<file path="src/adc_glue_params.svh">
// Function
// - Ring counter divides processor clock by four
// - Processor holds flag high, lowers to read
// - Frame sync falls 2 us after select
// - Port captures first bit on clock fall
// - I/O clock falls after each capture edge
// - 600 ns from shift edge to capture; the ring gives 100 ns
// - Processor port set for 8-bit words
// - Eighth capture takes LSB, raises interrupt
// - Handler reads result and raises flag
// - Without interrupt, raise flag after 44 cycles
// - Eighth I/O fall precedes select release
// - Flag stays high at least 17 us
// - Early select aborts, previous result shifts
// - Init enables only receive interrupt, flag first
// - Result read from 0, stored at 60h
`ifndef ADC_GLUE_PARAMS_SVH
`define ADC_GLUE_PARAMS_SVH
`define CLK_PERIOD_NS      50
`define RING_PHASES        4
`define FSYNC_DELAY_NS     2000
`define FSYNC_DELAY_CYC    ((`FSYNC_DELAY_NS + `CLK_PERIOD_NS - 1) / `CLK_PERIOD_NS)
`define SHIFT_TO_CAP_NS    600
`define WORD_BITS          8
`define FLAG_LOW_MIN_CYC   44
`define CONV_TIME_NS       17000
`define CONV_TIME_CYC      ((`CONV_TIME_NS + `CLK_PERIOD_NS - 1) / `CLK_PERIOD_NS)
`define ADC_RESET_VALUE    8'h00
`endif

</file>
<file path="src/adc_glue_pkg.sv">
package adc_glue_pkg;
   typedef enum logic [1:0] {ADC_IDLE, ADC_SHIFT, ADC_CONVERT} adc_state_t;
   typedef enum logic [1:0] {HOST_INIT, HOST_WAIT, HOST_HIGH} host_state_t;
   typedef logic [7:0] sample_t;
endpackage : adc_glue_pkg

</file>
<file path="src/adc_glue_if.sv">
`timescale 1ns/10ps
`default_nettype none
interface adc_glue_if;
   logic software_flag_output;   // Active-low converter select from the processor
   logic receive_frame_sync_n;
   logic receive_bit_clock;
   logic io_clock;
   logic adc_data;
   modport glue (input software_flag_output, output receive_frame_sync_n,
                 output receive_bit_clock, output io_clock, output adc_data);
   modport host (output software_flag_output, input receive_frame_sync_n,
                 input receive_bit_clock, input adc_data);
endinterface : adc_glue_if
`default_nettype wire

</file>
<file path="src/adc_glue_device.sv">
`timescale 1ns/10ps
`default_nettype none
`include "adc_glue_params.svh"
// Glue ring counter and frame sync delay plus a behavioural converter core
module adc_glue_device #(
   parameter int WORD_BITS = `WORD_BITS
) (
   input  wire logic              clock,
   input  wire logic              rst,
   adc_glue_if.glue               link,
   input  wire adc_glue_pkg::sample_t analog_sample,
   output logic                   conversion_busy
);
   import adc_glue_pkg::*;
   initial begin
      if (WORD_BITS != 8) $error("only 8-bit words are served");
   end

   localparam int FS_W = $clog2(`FSYNC_DELAY_CYC + 1);
   localparam int CV_W = $clog2(`CONV_TIME_CYC + 1);

   logic [3:0]      ring_ff;
   logic            sel_s1_ff, sel_s2_ff, sel_prev_ff;
   logic [FS_W-1:0] fs_cnt_ff;
   logic            fsync_n_ff;
   logic [3:0]      bit_cnt_ff;
   logic [CV_W-1:0] conv_cnt_ff;
   sample_t         result_ff, shift_ff;
   adc_state_t      state_ff;
   logic            io_fall;

   // Four-phase ring; phase 0 low is capture clock, phase 2 low is I/O clock
   always_ff @(posedge clock) begin
      if (rst) ring_ff <= 4'h1;
      else     ring_ff <= {ring_ff[2:0], ring_ff[3]};
   end
   // Receive clock falls as ring[0] sets; I/O clock falls two cycles later, as ring[2] sets
   // so a bit is stable 100 ns (two clock periods) before capture
   assign link.receive_bit_clock = ~(ring_ff[0] | ring_ff[1]);
   assign link.io_clock          = ~(ring_ff[2] | ring_ff[3]);
   assign io_fall                = ring_ff[1];

   // Select comes from the other party, so synchronise it
   always_ff @(posedge clock) begin
      if (rst) begin
         sel_s1_ff   <= 1'b1;
         sel_s2_ff   <= 1'b1;
         sel_prev_ff <= 1'b1;
      end else begin
         sel_s1_ff   <= link.software_flag_output;
         sel_s2_ff   <= sel_s1_ff;
         sel_prev_ff <= sel_s2_ff;
      end
   end

   // Frame sync delay; rearmed whenever select is high
   always_ff @(posedge clock) begin
      if (rst || sel_s2_ff) begin
         fs_cnt_ff  <= '0;
         fsync_n_ff <= 1'b1;
      end else if (fs_cnt_ff < FS_W'(`FSYNC_DELAY_CYC)) begin
         fs_cnt_ff <= fs_cnt_ff + 1'b1;
      end else if (ring_ff[3]) begin
         // Fall only ahead of a capture phase so no shift can precede bit one
         fsync_n_ff <= 1'b0;
      end
   end
   assign link.receive_frame_sync_n = fsync_n_ff;

   // Converter: shifts on I/O falls, converts after the eighth
   always_ff @(posedge clock) begin
      if (rst) begin
         state_ff    <= ADC_IDLE;
         bit_cnt_ff  <= '0;
         conv_cnt_ff <= '0;
         result_ff   <= `ADC_RESET_VALUE;
         shift_ff    <= `ADC_RESET_VALUE;
      end else if (!sel_s2_ff && sel_prev_ff) begin
         // Early select aborts a conversion; old result is kept
         state_ff   <= ADC_SHIFT;
         bit_cnt_ff <= '0;
         shift_ff   <= result_ff;
      end else begin
         unique case (state_ff)
            ADC_IDLE: begin
               if (conv_cnt_ff != '0) conv_cnt_ff <= conv_cnt_ff - 1'b1;
            end
            ADC_SHIFT: begin
               if (sel_s2_ff) begin
                  state_ff <= ADC_IDLE;   // Released before eighth edge
               end else if (io_fall && !fsync_n_ff) begin
                  shift_ff   <= {shift_ff[6:0], 1'b0};
                  bit_cnt_ff <= bit_cnt_ff + 1'b1;
                  if (bit_cnt_ff == 4'(WORD_BITS - 1)) begin
                     state_ff    <= ADC_CONVERT;
                     conv_cnt_ff <= CV_W'(`CONV_TIME_CYC);
                  end
               end
            end
            ADC_CONVERT: begin
               if (conv_cnt_ff == CV_W'(1)) begin
                  result_ff <= analog_sample;
                  state_ff  <= ADC_IDLE;
               end
               conv_cnt_ff <= conv_cnt_ff - 1'b1;
            end
         endcase
      end
   end
   assign link.adc_data   = shift_ff[7];
   assign conversion_busy = (state_ff == ADC_CONVERT);
endmodule : adc_glue_device
`default_nettype wire

</file>
<file path="src/flat_wrapper.sv">
// flat-port wrapper written by rule: the top's interface ports become plain ports
module adc_glue_device_flat import adc_glue_pkg::*;
#(
   parameter int WORD_BITS = `WORD_BITS
)
  (clock, rst, analog_sample, conversion_busy, link_software_flag_output, link_receive_frame_sync_n, link_receive_bit_clock, link_io_clock, link_adc_data);
  adc_glue_if link_i ();
  input  wire logic clock;
  input  wire logic rst;
  input  wire adc_glue_pkg::sample_t analog_sample;
  output logic conversion_busy;
  input wire logic [$bits(link_i.software_flag_output)-1:0] link_software_flag_output;
  output wire logic [$bits(link_i.receive_frame_sync_n)-1:0] link_receive_frame_sync_n;
  output wire logic [$bits(link_i.receive_bit_clock)-1:0] link_receive_bit_clock;
  output wire logic [$bits(link_i.io_clock)-1:0] link_io_clock;
  output wire logic [$bits(link_i.adc_data)-1:0] link_adc_data;
  assign link_i.software_flag_output = link_software_flag_output;
  assign link_receive_frame_sync_n = link_i.receive_frame_sync_n;
  assign link_receive_bit_clock = link_i.receive_bit_clock;
  assign link_io_clock = link_i.io_clock;
  assign link_adc_data = link_i.adc_data;
  adc_glue_device #(.WORD_BITS(WORD_BITS)) u_core (.clock(clock), .rst(rst), .link(link_i), .analog_sample(analog_sample), .conversion_busy(conversion_busy));
endmodule
</file>
<file path="config.mk">
export PLATFORM = sky130hd
export DESIGN_NAME = adc_glue_device_flat
export DESIGN_NICKNAME = d
export VERILOG_FILES = /design/src/adc_glue_pkg.sv /design/src/adc_glue_if.sv /design/src/adc_glue_device.sv /design/src/flat_wrapper.sv
export VERILOG_INCLUDE_DIRS = /design/src /design/src/src
export SDC_FILE = /design/constraint.sdc
export NUM_CORES = 1
export LEC_CHECK = 0
export BUFFER_PORTS_ARGS = -buffer_cell sky130_fd_sc_hd__buf_2
export CAP_MARGIN = 20
export CELL_PAD_IN_SITES_DETAIL_PLACEMENT = 1
export CELL_PAD_IN_SITES_GLOBAL_PLACEMENT = 1
export CORE_ASPECT_RATIO = 1.5
export CORE_MARGIN = 2
export CORE_UTILIZATION = 41
export DETAILED_ROUTE_END_ITERATION = 10
export PLACE_DENSITY = 0.82
export SYNTH_ARGS = -nofsm -noshare
export SYNTH_HDL_FRONTEND = slang
export SYNTH_SLANG_ARGS = --single-unit
export TNS_END_PERCENT = 30
</file>
<file path="constraint.sdc">
create_clock -name clock -period 1.8 [get_ports clock]
set_input_delay 0.54 -clock clock [delete_from_list [all_inputs] [get_ports clock]]
set_output_delay 0.54 -clock clock [all_outputs]
set_load 0.1 [all_outputs]
</file>
* After elaboration in Yosys (flattened, before gate mapping)
Cells that the tools add are included.
** Storage, ports and cells
- Register bits after elaboration :: 45
- Output and inout bits :: 5
- Word-level logic and storage cells :: 72
** Cells by class
- $add $sub $neg :: 3
- Magnitude comparators :: 1
- Equal/unequal tests :: 15
- Mux-type cells :: 15
- Bitwise operators :: 7
- Reductions and logical operators :: 19
** Operator list (count)
- 9-bit two-way mux :: 4
- 8-bit two-way mux :: 4
- 9-bit case mux with 3 select lines :: 1
- 9-bit by 1-bit equality test with 1-bit output, second input constant :: 1
- 3-bit by 1-bit inequality test with 1-bit output, second input constant :: 3
- 3-bit AND reduction :: 3
- 9-bit nonzero test :: 1
- 9-bit by 1-bit subtractor with 9-bit output, second input constant :: 1
- 2-bit two-way mux :: 4
- 2-bit by 1-bit inequality test with 1-bit output, second input constant :: 4
- 4-bit by 1-bit inequality test with 1-bit output, second input constant :: 2
- 4-bit AND reduction :: 2
- 6-bit by 1-bit adder with 6-bit output, second input constant :: 1
- 6-bit < comparator, second input constant :: 1
- 2-bit nonzero test :: 3
- 1-bit NOT :: 5
- 5-bit AND reduction :: 1
- 4-bit by 1-bit adder with 4-bit output, second input constant :: 1
- 4-bit by 3-bit equality test with 1-bit output, second input constant :: 1
- 2-bit inequality test, second input constant :: 2
- 2-bit case mux with 2 select lines :: 1
- 3-bit nonzero test :: 1
- 2-bit by 1-bit equality test with 1-bit output, second input constant :: 1
- 2-bit equality test, second input constant :: 1
- other kinds (8) :: 11

* Depth between registers and ports, before layout
Gate-level depths: netlist (run 1).
- Depth in word-level cells :: 6
- Depth in mapped cells :: 8

* Least setup slack after synthesis (run 1)
Ideal clock, no wire load.
- Kind :: register to output
- Start point :: reg u_core.ring_ff[1]
- End point :: out link_receive_bit_clock
- Data arrival time :: 1571 ps
- Required time :: 1260 ps
- Slack :: -311 ps
- Cell stages (with the launch flop) :: 2
- Path buffers :: 0
- Cell sequence :: dfxtp_1 nor2_1
** On the way
- Longest elaborated chain between the ends :: 2
** Ends and longest elaborated chain
- start: declaration :: RTL line adc_glue_device.sv:22 : logic [3:0] ring_ff;
- start signal: assignment :: RTL line adc_glue_device.sv:35 : else ring_ff <= {ring_ff[2:0], ring_ff[3]};
- 1-bit OR :: RTL line adc_glue_device.sv:39 : assign link.receive_bit_clock = ~(ring_ff[0] | ring_ff[1]);
- 1-bit NOT :: RTL line adc_glue_device.sv:39
- end: declaration :: RTL line flat_wrapper.sv:14 : output wire logic [$bits(link_i.receive_bit_clock)-1:0] link_receive_bit_clock;
No other way between the ends.

* Worst setup path in the final report (run 1)
- Start point :: reg u_core.state_ff[1]
- End point :: reg u_core.conv_cnt_ff[3]
** On the way
- Longest elaborated chain between the ends :: 3
** Ends and longest elaborated chain
- start: declaration :: RTL line adc_glue_device.sv:29 : adc_state_t state_ff;
- start signal: assignment :: RTL line adc_glue_device.sv:73 : state_ff <= ADC_IDLE;
- start signal: assignment :: RTL line adc_glue_device.sv:80 : state_ff <= ADC_SHIFT;
- start signal: assignment :: RTL line adc_glue_device.sv:90 : state_ff <= ADC_IDLE;
- 2-bit by 1-bit equality test with 1-bit output or 2-bit logical NOT (tied branches) :: RTL line adc_glue_device.sv:84 : unique case (state_ff)
- 2-bit inequality test (no source line) or 2-bit by 1-bit inequality test with 1-bit output (tied branches)
- 5-bit AND reduction (no source line)
- end signal: assignment :: RTL line adc_glue_device.sv:86 : if (conv_cnt_ff != '0) conv_cnt_ff <= conv_cnt_ff - 1'b1;
- end signal: assignment :: RTL line adc_glue_device.sv:96 : conv_cnt_ff <= CV_W'(`CONV_TIME_CYC);
- end signal: assignment :: RTL line adc_glue_device.sv:105 : conv_cnt_ff <= conv_cnt_ff - 1'b1;
- end: declaration :: RTL line adc_glue_device.sv:27 : logic [CV_W-1:0] conv_cnt_ff;
Several ways; a longest one is shown, not always the timed one.
A chain may end at the register's enable or synchronous reset.

==> flow_summary.ini, run 1 <==
[sta]
final.setup.tns_ns = -0.00922
finalCritPeriodShare_pct = 100
finalWorstSetupSlack_ns = -0.00701
finalSetupViolCount = 2
fmax_mhz = 553
rsz0062_at_grt = true
fin_skew_ns = 0.00907
period_needed_ns = 1.81
hold_viol_final = 0
relSlewSlack_pct = 67.8
drv_slew = 0
worst_pin_slew_ns = 0.486

[worst_setup_path]
crit_type = reg2reg
cp.arrival_ns = 1.99
slowest_delay_ns = 0.42
cp_data_required_time_ns = 1.98
slowest_stage = or3b_4
cp_max_fo = 6
path_buf_inv = 1
path_cells = inv_1 > ha_2 > and4bb_2 > or3b_4 > o211ai_1 > mux2i_1
start_kind = flip-flop
crit_family = simple AND/OR/NAND/NOR gates
critPathCaptureType = flip-flop

[final_layout]
num-fill-cells = 596
diodes = 0
stdcell_area_um2 = 2630
regArea_um2 = 907
stdcell_count = 325
final_util_pct = 53.8
layout-drive-gt1-share_pct = 30.1
fin_nets = 277
multi_input_area_um2 = 1160
area_delta_synth_final_pct = 25.6

[placed_design]
placed_area_um2 = 2410
port_buffers = 15
place_hpwl_um = 3790
place_inst = 314
place_congestion = 0.801

[yosys]
netlist_top_cells_area = dfxtp_1 (43%), mux2i_1 (9.6%), nor2_1 (5.9%)
async_flop_share_pct = 0
yosys-top-cells-count = dfxtp_1 (45), nor2_1 (33), mux2i_1 (20)
synthMostInstantiatedCell = dfxtp_1
netlist.area_leader.share_pct = 43.1
syn_nets = 241
synth_cells = 222
ys_ff_latch = 45
synth_ff_type = dfxtp_1
synth_cell_types = 49
yosys_warnings = 0
synth-edff-count = 0
syn-cell-area_um2 = 2090
yosysSeqAreaShare_pct = 43.1
yosysTopAreaCell = dfxtp_1
postSynthAreaPerCell_um2 = 9.42

[clock_network]
cts_tree = done
clockRootBuffer = clkbuf_8
ctsLongestPathBuffers = 2
cts_htree_levels = 2
cts_sinks = 45
cts_made_buffers = 5
path_clk_slew_ns = 0.09
clock_latency_ns = 0.31
cts_hold_buf = 0

[die]
die_y_um = 91.5
core-area_um2 = 4890
start_util_pct = 42.8
boundaryPins = 16
die-area_um2 = 5700
rows = 31
die_x_um = 62.3

[drt]
dr.pass1.iters = 4
wl_met2_um = 3110
post_drt_wl_per_cell_um = 17.1
num_vias = 1782
wl_met1_um = 2170
drt.antenna.violating_nets = 0
wl_met3_um = 120
drc = 0
top_layer_used = met4
avgViaCountPerCell = 5.48
routed_wl_um = 5560
drtIter0Drc = 58

[global_routing]
gr-total-overflow = 0
antenna_found_initial = 0
grt_usage_pct = 20.3
grt_pass1_wl_um = 9080
grt_pass1_vias = 1887
grt_max_degree = 17

[min_path]
min_path_type = reg2reg

[power]
total_power_uw = 3230
irDropWorstVdd_mv = 0.444
power-per-cell-area_nw_per_um2 = 1230
power_leakage_uw = 0.000995

[outcome]
violations = setup timing
status = complete, but fails checks

[run]
maxCapViolCount = 0
## flip-flops by register name (all words and copies together) (netlist names)
| register | flops |
|---|---|
| u_core.fs_cnt_ff | 6 |
| u_core.sel_s2_ff | 1 |
| u_core.result_ff | 8 |
| u_core.sel_prev_ff | 1 |
| u_core.ring_ff | 4 |
| u_core.conv_cnt_ff | 9 |
| u_core.sel_s1_ff | 1 |
| u_core.link.receive_frame_sync_n | 1 |
| u_core.shift_ff | 8 |
| u_core.bit_cnt_ff | 4 |
| u_core.state_ff | 2 |
## worst paths after layout
| path | startpoint | to | slack (ns) | cells after the start |
|---|---|---|---|---|
| hold / removal | u_core.sel_s1_ff | u_core.sel_s2_ff | 0.43 | 1 |
| setup / recovery | u_core.state_ff[1] | u_core.conv_cnt_ff[3] | -0.007 | 6 |
| hold reg to reg | u_core.sel_s1_ff | u_core.sel_s2_ff | 0.43 | 1 |
| setup reg to reg | u_core.state_ff[1] | u_core.conv_cnt_ff[3] | -0.007 | 6 |
## area by class of cell
class                           count  area share, %
Multi-Input combinational cell    153           44.2
Inverter                           12           1.71
Sequential cell                    45           34.5
Clock buffer                        7           3.29
Clock inverter                      1           1.14
Tap cell                           66           3.14
Timing Repair Buffer               41           12.0
## power by group
part | internal, uW | leakage [uW] | switching, uW
logic | 580 | 0.000568 | 633
registers | 1100 | 0.000369 | 99.3
clock network | 453 | 0.0000585 | 362
total | 2130 | 0.000995 | 1090
## per-layer routing
layer  up-vias  global-route usage (%)
li1        867                       -
met1       876                    21.1
met2        26                    39.7
met3        13                    3.10
met4         0                    7.96
met5         -                       0
## logic make-up (layout without fill, tap and decap cells)
| group | count (synthesis) | in the layout | share of synthesized area [%] |
|---|---|---|---|
| buffers and inverters | 24 | 61 | 5.02 |
| adder cells (fa/ha/maj) | 8 | 8 | 4.78 |
| flip-flops | 45 | 45 | 43.1 |
| AND/OR/NAND/NOR | 80 | 80 | 21.2 |
| AO/OA/AOI/OAI | 38 | 38 | 13.5 |
| XOR/XNOR | 7 | 7 | 2.93 |
| multiplexers | 20 | 20 | 9.57 |
## stage by stage
step | hold WS (ns) | setup slack, ns
2_1_floorplan | 0.389 | -0.255
3_3_place_gp | 0.391 | 0.0195
3_5_place_dp | 0.408 | -0.0256
4_1_cts | 0.432 | -0.0532
5_1_grt | 0.428 | -0.109
6_report | 0.427 | -0.00701
## cell usage in the layout, fill, tap and decap left out, drive strengths merged, types with 2 or more instances in the layout
master,count
nand3b,3
clkbuf,7
nor2,33
nand2,9
xnor2,2
a41oi,3
nand3,4
inv,12
o31ai,2
a31oi,2
mux2i,20
xor2,5
nand4,3
o211ai,6
dfxtp,45
a211oi,7
or2,2
buf,41
nand2b,2
a311oi,2
ha,8
a31o,2
or4,2
nor3,5
nor2b,3
o21ai,3
and4,2
a21oi,4
nor4,5
## repair_timing
item,in CTS,in global routing
gates resized for setup,4,15
setup endpoints to repair,12,17
buffers inserted,2,1
gates cloned,0,0
pin swaps,2,3
(Power assumes the default switching activity.)
==> run 2, diff against run 1 <==
--- a/config.mk
+++ b/config.mk
@@ -10,7 +10,7 @@
 export CAP_MARGIN = 20
 export CELL_PAD_IN_SITES_DETAIL_PLACEMENT = 1
 export CELL_PAD_IN_SITES_GLOBAL_PLACEMENT = 1
-export CORE_ASPECT_RATIO = 1.5
+export CORE_ASPECT_RATIO = 0.8
 export CORE_MARGIN = 2
 export CORE_UTILIZATION = 41
 export DETAILED_ROUTE_END_ITERATION = 10
==> constraint.sdc (replaced) <==
create_clock -name clock -period 1.5 [get_ports clock]
set_input_delay 0.45 -clock clock [delete_from_list [all_inputs] [get_ports clock]]
set_output_delay 0.45 -clock clock [all_outputs]
set_load 0.1 [all_outputs]
==> run 2 against run 1 <==
The flow still finishes with violations (setup timing). Worst setup slack lost 0.37 ns. Critical path depth grew 1. Maximum frequency shrank 4.0%. Register-to-register slack lost 0.37 ns.
==> flow_summary.ini, run 2 (synthesized netlist as in run 1, its figures left out) <==
[outcome]
status = complete, but fails checks
violations = setup timing

[worst_setup_path]
critPathCaptureType = flip-flop
crit_type = reg2reg
cp_data_required_time_ns = 1.69
cp.arrival_ns = 2.07
start_kind = flip-flop
cp_max_fo = 8

[final_layout]
largest_reg_flops = 9
diodes = 0
fin_nets = 298
num-fill-cells = 550
final_cell_mix = buf_4 (40), dfxtp_1 (35), nor2_1 (31)
layout-drive-gt1-share_pct = 41.4
reg_top3 = u_core.conv_cnt_ff (9), u_core.result_ff (8), u_core.shift_ff (8)
largest_register = u_core.conv_cnt_ff
final_common_cell = buf_4
stdcell_area_um2 = 2960
stdcell_count = 342
area_delta_synth_final_pct = 41.6

[drt]
avgViaCountPerCell = 5.52
drt.antenna.violating_nets = 0
routed_wl_um = 6730
wl_met1_um = 2810
dr.pass1.iters = 6
post_drt_wl_per_cell_um = 19.7
wl_met3_um = 164
num_vias = 1889
top_layer_used = met4
wl_met2_um = 3630
drc = 0
drtIter0Drc = 76

[power]
power-per-cell-area_nw_per_um2 = 1440
irDropWorstVdd_mv = 0.721
seqPwrFrac_pct = 33.5
p_sw_share_pct = 36.9
p_switching_uw = 1570
p_comb_share_pct = 49.0
p_int_uw = 2680
pwr-share-clk_pct = 17.5
power_leakage_uw = 0.00114

[clock_network]
cts_hold_buf = 0
cts_htree_levels = 2
path_clk_slew_ns = 0.08
cts_tree = done
cts_made_buffers = 5
ctsLongestPathBuffers = 2
cts_sinks = 45
clockRootBuffer = clkbuf_8
clock_latency_ns = 0.30

[die]
boundaryPins = 16
die-area_um2 = 5690
start_util_pct = 42.3
core-area_um2 = 4950
rows = 23
die_x_um = 83.9
die_y_um = 67.9

[sta]
finalWorstSetupSlack_ns = -0.382
worst_pin_slew_ns = 0.418
fmax_mhz = 531
fin_skew_ns = 0.00521
hold_viol_final = 0
drv_slew = 0
finalSetupViolCount = 20
relSlewSlack_pct = 71.9
rsz0062_at_grt = true
period_needed_ns = 1.88
finalCritPeriodShare_pct = 125

[global_routing]
gr-total-overflow = 0
grt_pass1_vias = 2060
antenna_found_initial = 0
grt_max_degree = 23
grt_pass1_wl_um = 10700
grt_usage_pct = 24.9

[placed_design]
place_hpwl_um = 4710
place_congestion = 0.836
port_buffers = 15
place_inst = 332
placed_area_um2 = 2670

[min_path]
min_path_type = in2reg

[run]
maxCapViolCount = 0
## run 2: changes by cell type in the layout (fill, tap and decap cells not counted), moves of 4 or more
cell and delta:
buf_2 -4, nor4_4 +5, nor4_2 -4, buf_12 +5, buf_4 +17, dfxtp_1 -5
## run 2: layout make-up
type                       instances  area (um^2)  area share (%)
clock buffer                       6         72.6            2.45
tap                               62         77.6            2.62
multi-input combinational        153         1280            43.3
sequential                        45          918            31.0
clock inverter                     2         10.0           0.338
timing repair buffer              62          556            18.8
inverter                          12         45.0            1.52
## run 2: metrics by stage
| step | power, uW | setup WS (ns) | TNS, ns | hold slack (ns) | utilization, % |
|---|---|---|---|---|---|
| 6_report | 4250 | -0.382 | -5.23 | 0.342 | 59.8 |
| 4_1_cts | 4050 | -0.363 | -4.43 | 0.345 | 58.6 |
| 5_1_grt | 4440 | -0.460 | -6.57 | 0.348 | 59.8 |
| 2_1_floorplan | 2260 | -0.257 | -3.14 | 0.389 | - |
| 3_5_place_dp | 3020 | -0.355 | -4.58 | 0.402 | 53.9 |
| 3_3_place_gp | 2930 | -0.249 | -3.51 | 0.394 | 53.9 |
## run 2: layer usage
metal	track usage (%)	vias up
met2	46.7	36
met3	3.74	14
met4	9.88	0
met5	0	-
met1	29.3	928
li1	-	911
## run 2: worst max-delay path: stages (launching register included)
cell and delay, ns:
dfxtp_2 0.33, inv_2 0.07, ha_4 0.12, or4b_4 0.48, nor4b_4 0.28, buf_12 0.18, mux2i_1 0.24, nor2_1 0.07
## run 2: path summary, 6_finish.rpt
kind	start	end	slack, ns	depth (start not counted)
min	link_software_flag_output	u_core.sel_s1_ff	0.34	2
max	u_core.conv_cnt_ff[1]	u_core.result_ff[0]	-0.38	7
max reg2reg	u_core.conv_cnt_ff[1]	u_core.result_ff[0]	-0.38	7
min reg2reg	u_core.sel_s1_ff	u_core.sel_s2_ff	0.42	1
## run 2: power by group through the flow
stage               logic, uW  clock network, uW  registers (uW)
finish                   2090                743            1420
global route             2210                801            1440
CTS                      1880                758            1410
detailed placement       1590                  0            1430
global placement         1520                  0            1410
floorplan                 796                  0            1460
## run 2: repair_timing
item	in CTS	in global routing
pin swaps	6	11
setup endpoints to repair	25	29
gates cloned	0	0
gates resized for setup	30	13
setup buffers	0	2
==> run 3, diff against run 2 <==
--- a/config.mk
+++ b/config.mk
@@ -14,6 +14,7 @@
 export CORE_MARGIN = 2
 export CORE_UTILIZATION = 41
 export DETAILED_ROUTE_END_ITERATION = 10
+export MAX_ROUTING_LAYER = met4
 export PLACE_DENSITY = 0.82
 export SYNTH_ARGS = -nofsm -noshare
 export SYNTH_HDL_FRONTEND = slang
==> run 3 against run 2 <==
The run still ends with setup timing left. Highest routed layer unchanged. First-iteration DRC count up 7.9%. Combinational power about the same. Critical path type unchanged. Sequential cell count unchanged.
==> flow_summary.ini, run 3 (synthesized netlist as in run 1, its figures left out) <==
[power]
total_power_uw = 4240
p_switching_uw = 1560
p_sw_share_pct = 36.7
p_int_uw = 2680
irDropWorstVdd_mv = 0.719
p_comb_share_pct = 49.0
seqPwrFrac_pct = 33.6
power-per-cell-area_nw_per_um2 = 1430
pwr-share-clk_pct = 17.4
power_leakage_uw = 0.00114

[sta]
final.setup.tns_ns = -5.04
hold_viol_final = 0
worst_pin_slew_ns = 0.417
drv_slew = 0
finalCritPeriodShare_pct = 125
fmax_mhz = 535
relSlewSlack_pct = 72.0
finalSetupViolCount = 20
period_needed_ns = 1.87
finalWorstSetupSlack_ns = -0.369
rsz0062_at_grt = true
fin_skew_ns = 0.00646

[final_layout]
stdcell_area_um2 = 2970
diodes = 0
fin_nets = 298
layout-drive-gt1-share_pct = 41.8
stdcell_count = 342
largest_reg_flops = 9
largest_register = u_core.conv_cnt_ff
area_delta_synth_final_pct = 41.7
reg_top3 = u_core.conv_cnt_ff (9), u_core.result_ff (8), u_core.shift_ff (8)
final_common_cell = buf_4
final_cell_mix = buf_4 (40), dfxtp_1 (35), nor2_1 (31)

[drt]
routed_wl_um = 6690
drc = 0
avgViaCountPerCell = 5.52
dr.pass1.iters = 4
drtIter0Drc = 82
post_drt_wl_per_cell_um = 19.6
num_vias = 1887
drt.antenna.violating_nets = 0

[global_routing]
gr-usage-met3_pct = 3.14
grt_pass1_wl_um = 10800
grt_usage_pct = 25.7
gr-total-overflow = 0
antenna_found_initial = 0
grt_max_degree = 23
busiest_layer = met2
grtUsageMet1_pct = 29.9
grt_util_met2_pct = 45.8
grt_pass1_vias = 2061

[min_path]
min_path_type = in2reg

[outcome]
status = complete, but fails checks
violations = setup timing

[placed_design]
placed_area_um2 = 2670
port_buffers = 15
place_hpwl_um = 4710
place_congestion = 0.848
pre_cts_slack_ns = -0.355
place_inst = 332

[clock_network]
clockRootBuffer = clkbuf_8
cts_made_buffers = 5
cts_htree_levels = 2
cts_sinks = 45
path_clk_slew_ns = 0.08
cts_hold_buf = 0
cts_tree = done
ctsLongestPathBuffers = 2
clock_latency_ns = 0.30

[die]
die-area_um2 = 5690
die_y_um = 67.9
start_util_pct = 42.3
rows = 23
core-area_um2 = 4950
die_x_um = 83.9
boundaryPins = 16

[worst_setup_path]
critPathCaptureType = flip-flop
cp_max_fo = 8
crit_type = reg2reg
cp_data_required_time_ns = 1.69
cp.arrival_ns = 2.05
start_kind = flip-flop

[run]
maxCapViolCount = 0
-- run 3: final timing paths --
check                                                from                  end  slack [ns]  depth (start not counted)
worst max-delay path                u_core.conv_cnt_ff[1]  u_core.result_ff[1]       -0.37                          7
worst min-delay path            link_software_flag_output     u_core.sel_s1_ff        0.35                          2
worst max register to register      u_core.conv_cnt_ff[1]  u_core.result_ff[1]       -0.37                          7
worst min register to register           u_core.sel_s1_ff     u_core.sel_s2_ff        0.41                          1
-- run 3: through the flow --
step	util (%)	hold WS (ns)
finish	59.9	0.346
CTS	58.6	0.345
global route	59.9	0.348
detailed placement	53.9	0.402
floorplan	-	0.389
global placement	53.9	0.394
-- run 3: power by group through the flow --
stage	sequential, uW	clock, uW	combinational (uW)
after floorplan	1460	0	796
final	1420	738	2080
after global routing	1440	801	2210
after detailed placement	1430	0	1590
after CTS	1410	758	1880
after global placement	1410	0	1520
-- run 3: what timing repair did --
item / CTS / global route
buffers inserted: 0 / 2
pin swaps: 6 / 10
setup endpoints to repair: 25 / 29
gates resized for setup: 30 / 14
cloned: 0 / 0
-- run 3: per-layer routing --
layer	part of all wire [%]	vias up	routed length, um
met5	0	-	0
met4	2.1	0	138
met3	2.3	14	151
met2	53	33	3580
met1	42	927	2820
li1	-	913	-
-- run 3: layout make-up --
cell class | instances | area (um^2)
inverter | 12 | 45.0
sequential | 45 | 918
timing repair buffer | 62 | 556
multi-input combinational | 153 | 1290
clock inverter | 2 | 10.0
fill | 549 | 1980
clock buffer | 6 | 72.6
tap | 62 | 77.6
-- run 3: critical path: stages, from the launching register on --
cell	delay (ns)
dfxtp_2	0.33
inv_2	0.07
ha_4	0.12
or4b_4	0.48
nor4b_4	0.28
buf_12	0.18
mux2i_2	0.23
nor2_1	0.07
